[src/gpt_pkg.sv]
/*
  Shared constants for the general-purpose timer block: register map,
  control field positions, reset values, prescale limits and mode codes.
  Assumes a 32-bit AXI4-Lite register bus with byte addresses.
*/
package gpt_pkg;

  // ----------------------------------------------------------------
  // Register map
  // ----------------------------------------------------------------
  localparam int NUM_TMR = 5;
  localparam int ADDR_W = 8;
  localparam logic [3:0] OFS_CTRL = 4'h0;
  localparam logic [3:0] OFS_COUNT = 4'h4;
  localparam logic [3:0] OFS_PERIOD = 4'h8;
  localparam logic [ADDR_W-1:0] ADDR_STATUS = 8'h50;

  // ----------------------------------------------------------------
  // Control fields
  // ----------------------------------------------------------------
  localparam int BIT_RUN = 15;
  localparam int BIT_IDLE = 13;
  localparam int BIT_GATE = 6;
  localparam int PS_HI = 5;
  localparam int PS_LO = 4;
  localparam int BIT_CMB = 3;
  localparam int BIT_SYNC = 2;
  localparam int BIT_SRC = 1;
  localparam logic [15:0] MASK_SOLO = 16'hA076;
  localparam logic [15:0] MASK_LOW = 16'hA07A;
  localparam logic [15:0] MASK_HIGH = 16'hA072;
  localparam logic [15:0] CTRL_RST = 16'h0000;
  localparam logic [15:0] COUNT_RST = 16'h0000;
  localparam logic [15:0] PERIOD_RST = 16'hFFFF;
  localparam logic [15:0] COUNT_MAX = 16'hFFFF;

  // ----------------------------------------------------------------
  // Prescale terminal counts (divide minus one)
  // ----------------------------------------------------------------
  localparam logic [1:0] PS_CODE_1 = 2'b00;
  localparam logic [1:0] PS_CODE_8 = 2'b01;
  localparam logic [1:0] PS_CODE_64 = 2'b10;
  localparam logic [1:0] PS_CODE_256 = 2'b11;
  localparam logic [7:0] PS_LIM_1 = 8'h00;
  localparam logic [7:0] PS_LIM_8 = 8'h07;
  localparam logic [7:0] PS_LIM_64 = 8'h3F;
  localparam logic [7:0] PS_LIM_256 = 8'hFF;

  localparam logic [1:0] RESP_OKAY = 2'b00;
  localparam logic [1:0] RESP_SLVERR = 2'b10;

  typedef enum logic [1:0] {
    MODE_TIMER,
    MODE_GATED,
    MODE_SYNC_CNT,
    MODE_ASYNC_CNT
  } gpt_mode_t;

endpackage

[src/gpt_timers.sv]
/*
  General-purpose timers: one standalone 16-bit timer (index 0) and two
  pairs (indices 1/2 and 3/4) that run as 16-bit halves or one 32-bit timer,
  with an AXI4-Lite register slave.
  Assumes pins are synchronous to mclk and the instruction clock is mclk.
*/
// Summary of operation
// Standalone timer is a 16-bit free-running or interval timer/counter.
// Standalone control: source at bit 1, sync at bit 2, gating at bit 6.
// Mode from source, gating and sync: timer, gated, sync counter, async counter.
// Timer and gated modes count the internal instruction clock.
// Counter modes count rising edges of the external clock pin.
// Run bit 15 starts the timer when set, stops it when clear.
// Idle-stop bit 13 halts the timer in Idle mode; clear keeps it running.
// Gating works only with internal source; ignored with external source.
// Prescale codes 00,01,10,11 divide by 1, 8, 64, 256.
// Sync bit chooses external input synchronisation; ignored with internal source.
// Synchronisation of the external clock happens after the prescaler.
// Count writes are ignored while standalone runs as synchronous counter.
// Each pair runs as one 32-bit timer or two 16-bit timers.
// Paired 16-bit halves support every mode except asynchronous counting.
// Each paired timer can run alone as synchronous timer or counter.
// In 32-bit mode even timer is low word, odd timer high word.
// In 32-bit mode only even control configures; odd control ignored.
// 32-bit pair uses even clock and gate, flags through odd timer.
// 32-bit pair interrupts when its 32-bit count matches its period.
// Only the first pair drives the ADC conversion trigger.
// Paired timers request DMA; the standalone timer does not.
// Even control bit 3 combines the pair into a 32-bit timer.
// On count-period match the count returns to zero and the flag sets.
`timescale 1ns/1ps
`default_nettype none

module gpt_timers
  import gpt_pkg::*;
(
  input wire logic mclk, // 200 MHz clock
  input wire logic sys_rst, // Synchronous reset, active high
  input wire logic idleMode, // Device is in Idle mode
  input wire logic [NUM_TMR-1:0] extClkPin, // External clock pins
  input wire logic [NUM_TMR-1:0] gatePin, // Gate inputs for gated mode
  input wire logic [ADDR_W-1:0] s_axi_awaddr, // Write address
  input wire logic [2:0] s_axi_awprot, // Unused protection
  input wire logic s_axi_awvalid, // Write address valid
  output logic s_axi_awready, // Write address ready
  input wire logic [31:0] s_axi_wdata, // Write data
  input wire logic [3:0] s_axi_wstrb, // Write byte strobes
  input wire logic s_axi_wvalid, // Write data valid
  output logic s_axi_wready, // Write data ready
  output logic [1:0] s_axi_bresp, // Write response
  output logic s_axi_bvalid, // Write response valid
  input wire logic s_axi_bready, // Write response ready
  input wire logic [ADDR_W-1:0] s_axi_araddr, // Read address
  input wire logic [2:0] s_axi_arprot, // Unused protection
  input wire logic s_axi_arvalid, // Read address valid
  output logic s_axi_arready, // Read address ready
  output logic [31:0] s_axi_rdata, // Read data
  output logic [1:0] s_axi_rresp, // Read response
  output logic s_axi_rvalid, // Read data valid
  input wire logic s_axi_rready, // Read data ready
  output logic [NUM_TMR-1:0] tmrFlag, // Sticky match flags
  output logic [3:0] dmaReq, // DMA request pulses, paired timers
  output logic adcTrig // ADC trigger pulse, first pair
);

  // ----------------------------------------------------------------
  // Register state
  // ----------------------------------------------------------------
  logic [15:0] ctrl_q [NUM_TMR];
  logic [15:0] cnt_q [NUM_TMR];
  logic [15:0] per_q [NUM_TMR];
  logic [NUM_TMR-1:0] flag_q;
  logic [NUM_TMR-1:0] pinPrev_q;
  logic [3:0] dma_q;
  logic adc_q;
  logic [NUM_TMR-1:0] tick;
  logic [NUM_TMR-1:0] setEvt;
  logic [NUM_TMR-1:0] cntWr;
  logic [NUM_TMR-1:0] ctrlWr;
  logic [NUM_TMR-1:0] perWr;

  // ----------------------------------------------------------------
  // AXI4-Lite slave
  // ----------------------------------------------------------------
  logic awready_q, wready_q, bvalid_q, arready_q, rvalid_q;
  logic [1:0] bresp_q, rresp_q;
  logic [ADDR_W-1:0] awAddr_q;
  logic [31:0] wData_q, rdata_q;
  logic [3:0] wStrb_q;

  function automatic logic [15:0] mergeLanes(input logic [15:0] old,
                                              input logic [31:0] data,
                                              input logic [3:0] strb);
    mergeLanes = {strb[1] ? data[15:8] : old[15:8], strb[0] ? data[7:0] : old[7:0]};
  endfunction

  wire awFire = s_axi_awvalid && awready_q;
  wire wFire = s_axi_wvalid && wready_q;
  // Both halves held and no response pending: the write happens now
  wire doWrite = !awready_q && !wready_q && !bvalid_q;
  wire [2:0] wrIdx = awAddr_q[6:4];
  wire [3:0] wrOfs = awAddr_q[3:0];
  wire wrIdxOk = !awAddr_q[7] && (wrIdx < 3'd5);
  wire wrStatus = (awAddr_q == ADDR_STATUS);
  wire wrHit = wrStatus || (wrIdxOk && (wrOfs == OFS_CTRL || wrOfs == OFS_COUNT
                                        || wrOfs == OFS_PERIOD));
  wire [NUM_TMR-1:0] flagClr = (doWrite && wrStatus && wStrb_q[0]) ?
                               wData_q[NUM_TMR-1:0] : '0;

  wire [2:0] rdIdx = s_axi_araddr[6:4];
  wire [3:0] rdOfs = s_axi_araddr[3:0];
  wire rdIdxOk = !s_axi_araddr[7] && (rdIdx < 3'd5);
  wire rdStatus = (s_axi_araddr == ADDR_STATUS);
  wire rdCtrl = rdIdxOk && (rdOfs == OFS_CTRL);
  wire rdCount = rdIdxOk && (rdOfs == OFS_COUNT);
  wire rdPeriod = rdIdxOk && (rdOfs == OFS_PERIOD);
  wire rdHit = rdStatus || rdCtrl || rdCount || rdPeriod;
  wire [15:0] rdWord = rdCtrl ? ctrl_q[rdIdx] : rdCount ? cnt_q[rdIdx] :
                       rdPeriod ? per_q[rdIdx] : 16'h0000;
  wire [31:0] rdVal = rdStatus ? {27'h000_0000, flag_q} : {16'h0000, rdWord};

  always_ff @(posedge mclk)
  begin
    if (sys_rst)
    begin
      awready_q <= 1'b1;
      wready_q <= 1'b1;
      bvalid_q <= 1'b0;
      bresp_q <= RESP_OKAY;
      awAddr_q <= '0;
      wData_q <= 32'h0000_0000;
      wStrb_q <= 4'h0;
    end
    else
    begin
      if (awFire)
      begin
        awready_q <= 1'b0;
        awAddr_q <= s_axi_awaddr;
      end
      if (wFire)
      begin
        wready_q <= 1'b0;
        wData_q <= s_axi_wdata;
        wStrb_q <= s_axi_wstrb;
      end
      if (doWrite)
      begin
        bvalid_q <= 1'b1;
        bresp_q <= wrHit ? RESP_OKAY : RESP_SLVERR;
      end
      if (bvalid_q && s_axi_bready)
      begin
        bvalid_q <= 1'b0;
        awready_q <= 1'b1;
        wready_q <= 1'b1;
      end
    end
  end

  always_ff @(posedge mclk)
  begin
    if (sys_rst)
    begin
      arready_q <= 1'b1;
      rvalid_q <= 1'b0;
      rdata_q <= 32'h0000_0000;
      rresp_q <= RESP_OKAY;
    end
    else if (s_axi_arvalid && arready_q)
    begin
      arready_q <= 1'b0;
      rvalid_q <= 1'b1;
      rdata_q <= rdVal;
      rresp_q <= rdHit ? RESP_OKAY : RESP_SLVERR;
    end
    else if (rvalid_q && s_axi_rready)
    begin
      rvalid_q <= 1'b0;
      arready_q <= 1'b1;
    end
  end

  // ----------------------------------------------------------------
  // Clock selection, prescaler and synchroniser per timer
  // ----------------------------------------------------------------
  gpt_mode_t mode [NUM_TMR];

  for (genvar i = 0; i < NUM_TMR; i++)
  begin : g_tmr
    localparam int LO = (i == 2 || i == 4) ? i - 1 : i;
    localparam bit HI = (i == 2 || i == 4);
    localparam logic [15:0] MASK = (i == 0) ? MASK_SOLO : HI ? MASK_HIGH : MASK_LOW;
    logic [7:0] pre_q;
    logic tgl_q, sync1_q, sync2_q, sync3_q;
    logic srcPulse;
    logic [7:0] psLim;
    wire [15:0] cfg = ctrl_q[i];
    wire run = cfg[BIT_RUN] && !(cfg[BIT_IDLE] && idleMode); // see
    // Paired halves have no unsynchronised path
    wire syncOn = (i == 0) ? cfg[BIT_SYNC] : 1'b1; // see see
    wire pinEdge = extClkPin[i] && !pinPrev_q[i];
    wire preOut = run && srcPulse && (pre_q == psLim);
    wire syncEdge = sync2_q ^ sync3_q;

    assign mode[i] = !cfg[BIT_SRC] ? (cfg[BIT_GATE] ? MODE_GATED : MODE_TIMER) :
                     (syncOn ? MODE_SYNC_CNT : MODE_ASYNC_CNT); // see see

    always_comb
    begin
      unique case (mode[i])
        MODE_TIMER: srcPulse = 1'b1;
        MODE_GATED: srcPulse = gatePin[i];
        MODE_SYNC_CNT: srcPulse = pinEdge;
        MODE_ASYNC_CNT: srcPulse = pinEdge;
      endcase
    end

    always_comb
    begin
      unique case (cfg[PS_HI:PS_LO])
        PS_CODE_1: psLim = PS_LIM_1;
        PS_CODE_8: psLim = PS_LIM_8;
        PS_CODE_64: psLim = PS_LIM_64;
        PS_CODE_256: psLim = PS_LIM_256;
      endcase
    end

    // Prescaled event crosses as a toggle so no edge is lost at 1:1
    always_ff @(posedge mclk)
    begin
      if (sys_rst || !run)
        pre_q <= 8'h00;
      else if (srcPulse)
        pre_q <= preOut ? 8'h00 : pre_q + 8'h01;
    end

    always_ff @(posedge mclk)
    begin
      if (sys_rst)
      begin
        tgl_q <= 1'b0;
        sync1_q <= 1'b0;
        sync2_q <= 1'b0;
        sync3_q <= 1'b0;
      end
      else
      begin
        tgl_q <= tgl_q ^ preOut;
        sync1_q <= tgl_q;
        sync2_q <= sync1_q;
        sync3_q <= sync2_q;
      end
    end

    assign tick[i] = (mode[i] == MODE_SYNC_CNT) ? (syncEdge && run) : preOut;

    // --------------------------------------------------------------
    // Count, period and control registers
    // --------------------------------------------------------------
    wire wide = (i != 0) && ctrl_q[LO][BIT_CMB]; // see
    wire match32 = ({cnt_q[LO+1], cnt_q[LO]} == {per_q[LO+1], per_q[LO]});
    wire effTick = wide ? tick[LO] : tick[i]; // see
    wire match = wide ? match32 : (cnt_q[i] == per_q[i]);
    wire carry = (wide && HI) ? (cnt_q[LO] == COUNT_MAX) : 1'b1;
    wire wrBlock = (i == 0) && cfg[BIT_RUN] && (mode[i] == MODE_SYNC_CNT);

    assign cntWr[i] = doWrite && wrIdxOk && (wrIdx == 3'(i)) && (wrOfs == OFS_COUNT);
    assign ctrlWr[i] = doWrite && wrIdxOk && (wrIdx == 3'(i)) && (wrOfs == OFS_CTRL);
    assign perWr[i] = doWrite && wrIdxOk && (wrIdx == 3'(i)) && (wrOfs == OFS_PERIOD);
    assign setEvt[i] = effTick && match && (!wide || HI); // see

    always_ff @(posedge mclk)
    begin
      if (sys_rst)
        cnt_q[i] <= COUNT_RST;
      else if (cntWr[i] && !wrBlock)
        cnt_q[i] <= mergeLanes(cnt_q[i], wData_q, wStrb_q);
      else if (effTick)
        cnt_q[i] <= match ? COUNT_RST : cnt_q[i] + {15'h0000, carry}; // see
    end

    always_ff @(posedge mclk)
    begin
      if (sys_rst)
      begin
        ctrl_q[i] <= CTRL_RST;
        per_q[i] <= PERIOD_RST;
      end
      else
      begin
        if (ctrlWr[i])
          ctrl_q[i] <= mergeLanes(ctrl_q[i], wData_q, wStrb_q) & MASK;
        if (perWr[i])
          per_q[i] <= mergeLanes(per_q[i], wData_q, wStrb_q);
      end
    end
  end

  // ----------------------------------------------------------------
  // Flags and event outputs
  // ----------------------------------------------------------------
  always_ff @(posedge mclk)
  begin
    if (sys_rst)
    begin
      flag_q <= '0;
      pinPrev_q <= '0;
      dma_q <= 4'h0;
      adc_q <= 1'b0;
    end
    else
    begin
      flag_q <= setEvt | (flag_q & ~flagClr); // Set wins over clear
      pinPrev_q <= extClkPin;
      dma_q <= setEvt[4:1];
      adc_q <= setEvt[2];
    end
  end

  assign s_axi_awready = awready_q;
  assign s_axi_wready = wready_q;
  assign s_axi_bvalid = bvalid_q;
  assign s_axi_bresp = bresp_q;
  assign s_axi_arready = arready_q;
  assign s_axi_rvalid = rvalid_q;
  assign s_axi_rdata = rdata_q;
  assign s_axi_rresp = rresp_q;
  assign tmrFlag = flag_q;
  assign dmaReq = dma_q;
  assign adcTrig = adc_q;

  wire pinEdge0 = extClkPin[0] && !pinPrev_q[0];
endmodule

`default_nettype wire

[config.mk]
export PLATFORM = sky130hd
export DESIGN_NAME = gpt_timers
export DESIGN_NICKNAME = d
export VERILOG_FILES = /design/src/gpt_pkg.sv /design/src/gpt_timers.sv
export SDC_FILE = /design/constraint.sdc
export NUM_CORES = 1
export LEC_CHECK = 0
export ABC_AREA = 1
export BUFFER_PORTS_ARGS = -buffer_cell sky130_fd_sc_hd__buf_2
export CAP_MARGIN = 30
export CELL_PAD_IN_SITES_DETAIL_PLACEMENT = 1
export CELL_PAD_IN_SITES_GLOBAL_PLACEMENT = 1
export CORE_ASPECT_RATIO = 1.1
export CORE_MARGIN = 2
export CORE_UTILIZATION = 40
export DETAILED_ROUTE_END_ITERATION = 10
export PLACE_DENSITY_LB_ADDON = 0.1
export SLEW_MARGIN = 20
export SYNTH_ARGS = -nofsm -noshare
export SYNTH_HDL_FRONTEND = slang
export SYNTH_SLANG_ARGS = --single-unit
[constraint.sdc]
create_clock -name mclk -period 7.3 [get_ports mclk]
set_input_delay 0.365 -clock mclk [delete_from_list [all_inputs] [get_ports mclk]]
set_output_delay 0.365 -clock mclk [all_outputs]
set_load 0.05 [all_outputs]
Word-level counts from Yosys, hierarchy flattened
Memory sizes are Yosys's and may differ from the RTL's.
Index checks and enable logic that the tools add are counted.
- bits in registers: 142
- RAM bits: 200
- bits of input ports: 76
- output and inout port bits: 51
- logic and storage cells: 443
- memories: 3
- memories (memory ; depth ; width ; read ports ; clocked after memory_dff ; wr ports ; line ; text):
    cnt_q ; 5 ; 16 ; 6 ; 0 ; 5 ; gpt_timers.sv:70 ; logic [15:0] cnt_q [NUM_TMR];
    per_q ; 5 ; 16 ; 6 ; 0 ; 5 ; gpt_timers.sv:71 ; logic [15:0] per_q [NUM_TMR];
    ctrl_q ; 5 ; 8 ; 6 ; 0 ; 5 ; gpt_timers.sv:69 ; logic [15:0] ctrl_q [NUM_TMR];
- add/subtract/negate cells: 10
- magnitude comparators: 2
- equality and inequality tests: 54
- mux-type cells: 172
- bitwise operators: 33
- reduce and logical (&&, ||, !) cells: 129
- operators by type and width (cell ; number):
    $mux 16 ; 24
    $mux 8 ; 35
    $pmux 8 s4 ; 5
    $mux 1 ; 90
    $eq 16x16->1 ; 5
    $logic_and 1x1->1 ; 75
    $eq 32x32->1 ; 2
    $add 16x1->16 const B ; 3
    $add 8x1->8 const B ; 5
    $eq 2x2->1 const B ; 20
    $eq 8x8->1 ; 5
    $mux 7 ; 5
    $add 16x1->16 ; 2
    $eq 16x16->1 const B ; 2
    $logic_not 1->1 ; 23
    $eq 2x1->1 const B ; 10
    $logic_not 2->1 ; 10
    $or 1x1->1 ; 20
    $eq 8x7->1 const B ; 2
    $pmux 1 s3 ; 5
    $mux 2 ; 7
    $reduce_or 2->1 ; 6
    $logic_or 1x1->1 ; 11
    $xor 1x1->1 ; 10
    other kinds (13) ; 18

Logic depth before layout (Yosys ltp)
An unclocked memory read counts as a cell.
- depth after elaboration: 15
- gate-level depth with buffers: 21
- gate-level depth less buffers: 21

Worst setup path after synthesis
No wires, ideal clock.
- path type: register -> register
- start point: memory cnt_q[3][0]
- end point: memory cnt_q[4][14] (data pin)
- library setup time: 0.253 ns
- arrival: 2.786 ns
- required time: 7.047 ns
- slack: 4.261 ns
- cell stages (with the launch flop): 20
- buffers on the path: 0
- clock period less this slack: 3.039 ns
- cells stage by stage: edfxtp_1 ha_1 nand2_1 nor2_1 nand3_1 nor2_1 nand3_1 inv_1 nand3_1 o31ai_1 ha_1 ha_1 nand2_1 nor2_1 nand3_1 nor2_1 xor2_1 a21oi_1 nor2_1 nor2_1
- RTL lines (what ; line):
    start, declared ; gpt_timers.sv:70

==> reports/results.ini <==
[placement]
dpl.hpwl_um=48510
routabilityCongestion=0.9262
numPortBuffers=84
place_area_um2=18800

[cells_and_area]
diodes=0
design_area_um2=20050
fin_nets=2482
final_layout_size_suffix_gt1_share_pct=8.705
num-fill-cells=5542
final_common_cell=nand2_1
area_delta_synth_final_pct=11.29
most-common-layout-cells=nand2_1, inv_1, nor2_1

[worst_setup_path]
worstSetupPathType=flop to flop
worstPathArrival_ps=4820
worstPathMaxFanout=5
end_kind=flop
startpoint_type=flop
worstPathRequired_ps=7610

[pwr]
powerDensity_nw_per_um2=217.4
vdd_ir_drop_max_uv=144.9
leakage_nw=8.037

[synthesis]
synth_compound_area_share_pct=11.99
seq_area_frac_synth_pct=45.85
syn_area_um2=18010
syn_inst=2338
synth-simple-area-share_pct=26.47
synth_top_family_by_area=simple AND/OR/NAND/NOR gates
synth_area_per_cell_um2=7.704
synth_fa_ha_area_share_pct=0.8336
synth-seq-cells=316
synthMuxAreaShare_pct=0
synth_xor_area_share_pct=6.175
synthDistinctLibCells=57
ys_warn_count=0

[timing]
rsz0062_at_grt=false
tightest_slew_ps=973.2
setup_viol=0
period_share_pct=61.84
min_period_ps=4514
setup_tns_ps=0
relSlewSlack_pct=34.69
final_hold_viol_count=0
slew_viol_final=0
clock_skew_ps=27.48
fmax_ghz=0.2215

[clocking]
h-tree-depth=2
cts_inserted_buffers=39
cts_tree=built
cts_setup_buffers=0
clk_path_buf_depth=3
cts_sinks=316
cts_root_buffer=clkbuf_16
ctsResizeCount=0
clk_latency_ps=570
holdBufCountCts=0
clkTransAtPathRegs_ps=60

[flow_run]
maxCapViolations=0

[floorplan]
die-area_um2=46750
die_w_um=206.3
ios=127
rows=81
core_area_um2=44490
die_h_um=226.6
initial_core_util_pct=40.48

[global_route]
grt_pass1_wl_um=96430
grt_max_degree=54
grt_antenna_before_repair=0
grt_usage_pct=27.44
grt_remaining_overflow=0
grt_pass1_vias=16230

[detailed_routing]
num_vias=16270
route.detailed.drc=0
detail-route-antenna-nets=0
drt_iter0_drc=1246
drtPass1Iterations=5
routedWlPerCell_um=21.05
wirelength_um=63260
via_per_inst=5.413

[hold_path]
hold_class=primary input to flop

[status]
outcome=complete, no violations

cell families after synthesis:
logic type | Yosys count
other | 1
adders and majority gates | 12
buffers and inverters | 375
AOI/OAI and AO/OA | 394
DFF | 316
and+or+nand+nor | 1113
xor gates and xnor gates | 127
worst max-delay path, cell delays in order (launching register included):
cell and delay (ps):
edfxtp_1 420, ha_1 220, nand2_1 80, nor2_1 150, nand3_1 210, nor2_1 220
nand3_1 100, inv_1 150, nand3_1 120, o31ai_1 730, ha_1 440, ha_1 250
nand2_1 60, nor2_1 310, nand3_1 220, nor2_1 170, xor2_1 160, a21oi_1 60
nor2_1 130, nor2_1 70
cell type report:
cell class	instances	area (um2)	area share (%)
clock buffer	62	1154	5.755
inverter	271	1020	5.087
clock inverter	9	85.08	0.4244
sequential	316	8258	41.19
tap	581	726.9	3.626
timing repair buffer	102	543.0	2.709
multi-input combinational	1664	8260	41.21
sequential cells by signal, summed over array words and instances, names as in the netlist, 5 cells and up:
signal	count
s_axi_rdata	16
g_tmr.sync2_q	5
cnt_q	80
per_q	80
pinPrev_q	5
tmrFlag	5
wData_q	16
g_tmr.pre_q	40
g_tmr.sync1_q	5
awAddr_q	8
ctrl_q	33
g_tmr.tgl_q	5
g_tmr.sync3_q	5
per-stage QoR:
step | setup slack, ps | hold WS (ps) | power [mW] | cells | utilization (%)
3_5_place_dp | 2856 | 397.3 | 2.477 | 2933 | 42.25
4_1_cts | 2827 | 2.939 | 4.386 | 3004 | 45.04
3_3_place_gp | 2975 | 389.9 | 2.467 | 2927 | 42.18
6_report | 2786 | 30.93 | 4.359 | 3005 | 45.06
5_1_grt | 2300 | 28.31 | 4.501 | 3005 | 45.06
2_1_floorplan | 4261 | 388.3 | 2.310 | 2355 | -
where the power goes:
group	total, mW	switching [mW]	internal (mW)	leakage, nW
sequential	2.03	0.0856	1.94	2.72
clock	1.91	0.792	1.12	0.610
combinational	0.415	0.314	0.101	4.70
Yosys cell counts (all sizes together):
cell type | number | area (um2)
o221ai | 18 | 157.7
ha | 12 | 150.1
o21ai | 192 | 968.4
a21o | 1 | 7.510
buf | 54 | 350.3
a211oi | 7 | 52.55
inv | 268 | 1008
o21bai | 1 | 7.510
a21boi | 1 | 7.510
a22oi | 2 | 15.01
clkbuf | 50 | 190.2
o2111ai | 1 | 8.760
a31oi | 4 | 25.02
nand3 | 132 | 685.7
a2111oi | 1 | 8.760
xnor2 | 47 | 411.6
edfxtp | 193 | 5796
o211ai | 10 | 75.07
xor2 | 80 | 700.7
a21oi | 139 | 703.2
nand4 | 41 | 271.5
nor2 | 228 | 933.4
nor4 | 10 | 62.56
o31ai | 2 | 15.01
dfxtp | 123 | 2462
clkinv | 3 | 11.26
or2 | 9 | 56.31
a221oi | 1 | 8.760
o32ai | 2 | 17.52
o21a | 5 | 37.54
nand3b | 1 | 7.510
nor3b | 10 | 75.07
conb | 1 | 3.750
o22ai | 7 | 43.79
and2 | 1 | 6.260
nand2 | 636 | 2412
nor3 | 45 | 257.8
path summary, 6_finish.rpt:
kind	startpoint	end	slack, ps	cells after the start
setup / recovery	cnt_q[3][1]	cnt_q[4][14]	2790	19
hold / removal	extClkPin[2]	pinPrev_q[2]	30	3
setup reg to reg	cnt_q[3][1]	cnt_q[4][14]	2790	19
hold reg to reg	g_tmr[2].sync1_q	g_tmr[2].sync2_q	410	2
metal layers:
layer | share of wire (%) | vias up | routed length [um] | global-route usage (%)
li1 | - | 7782 | - | -
met4 | 2.2 | 0 | 1416 | 7.373
met2 | 47 | 459 | 29700 | 45.55
met3 | 5.5 | 77 | 3509 | 2.903
met1 | 45 | 7948 | 28640 | 38.02
met5 | 0 | - | 0 | 0
Power figures use the tool's default switching activity.
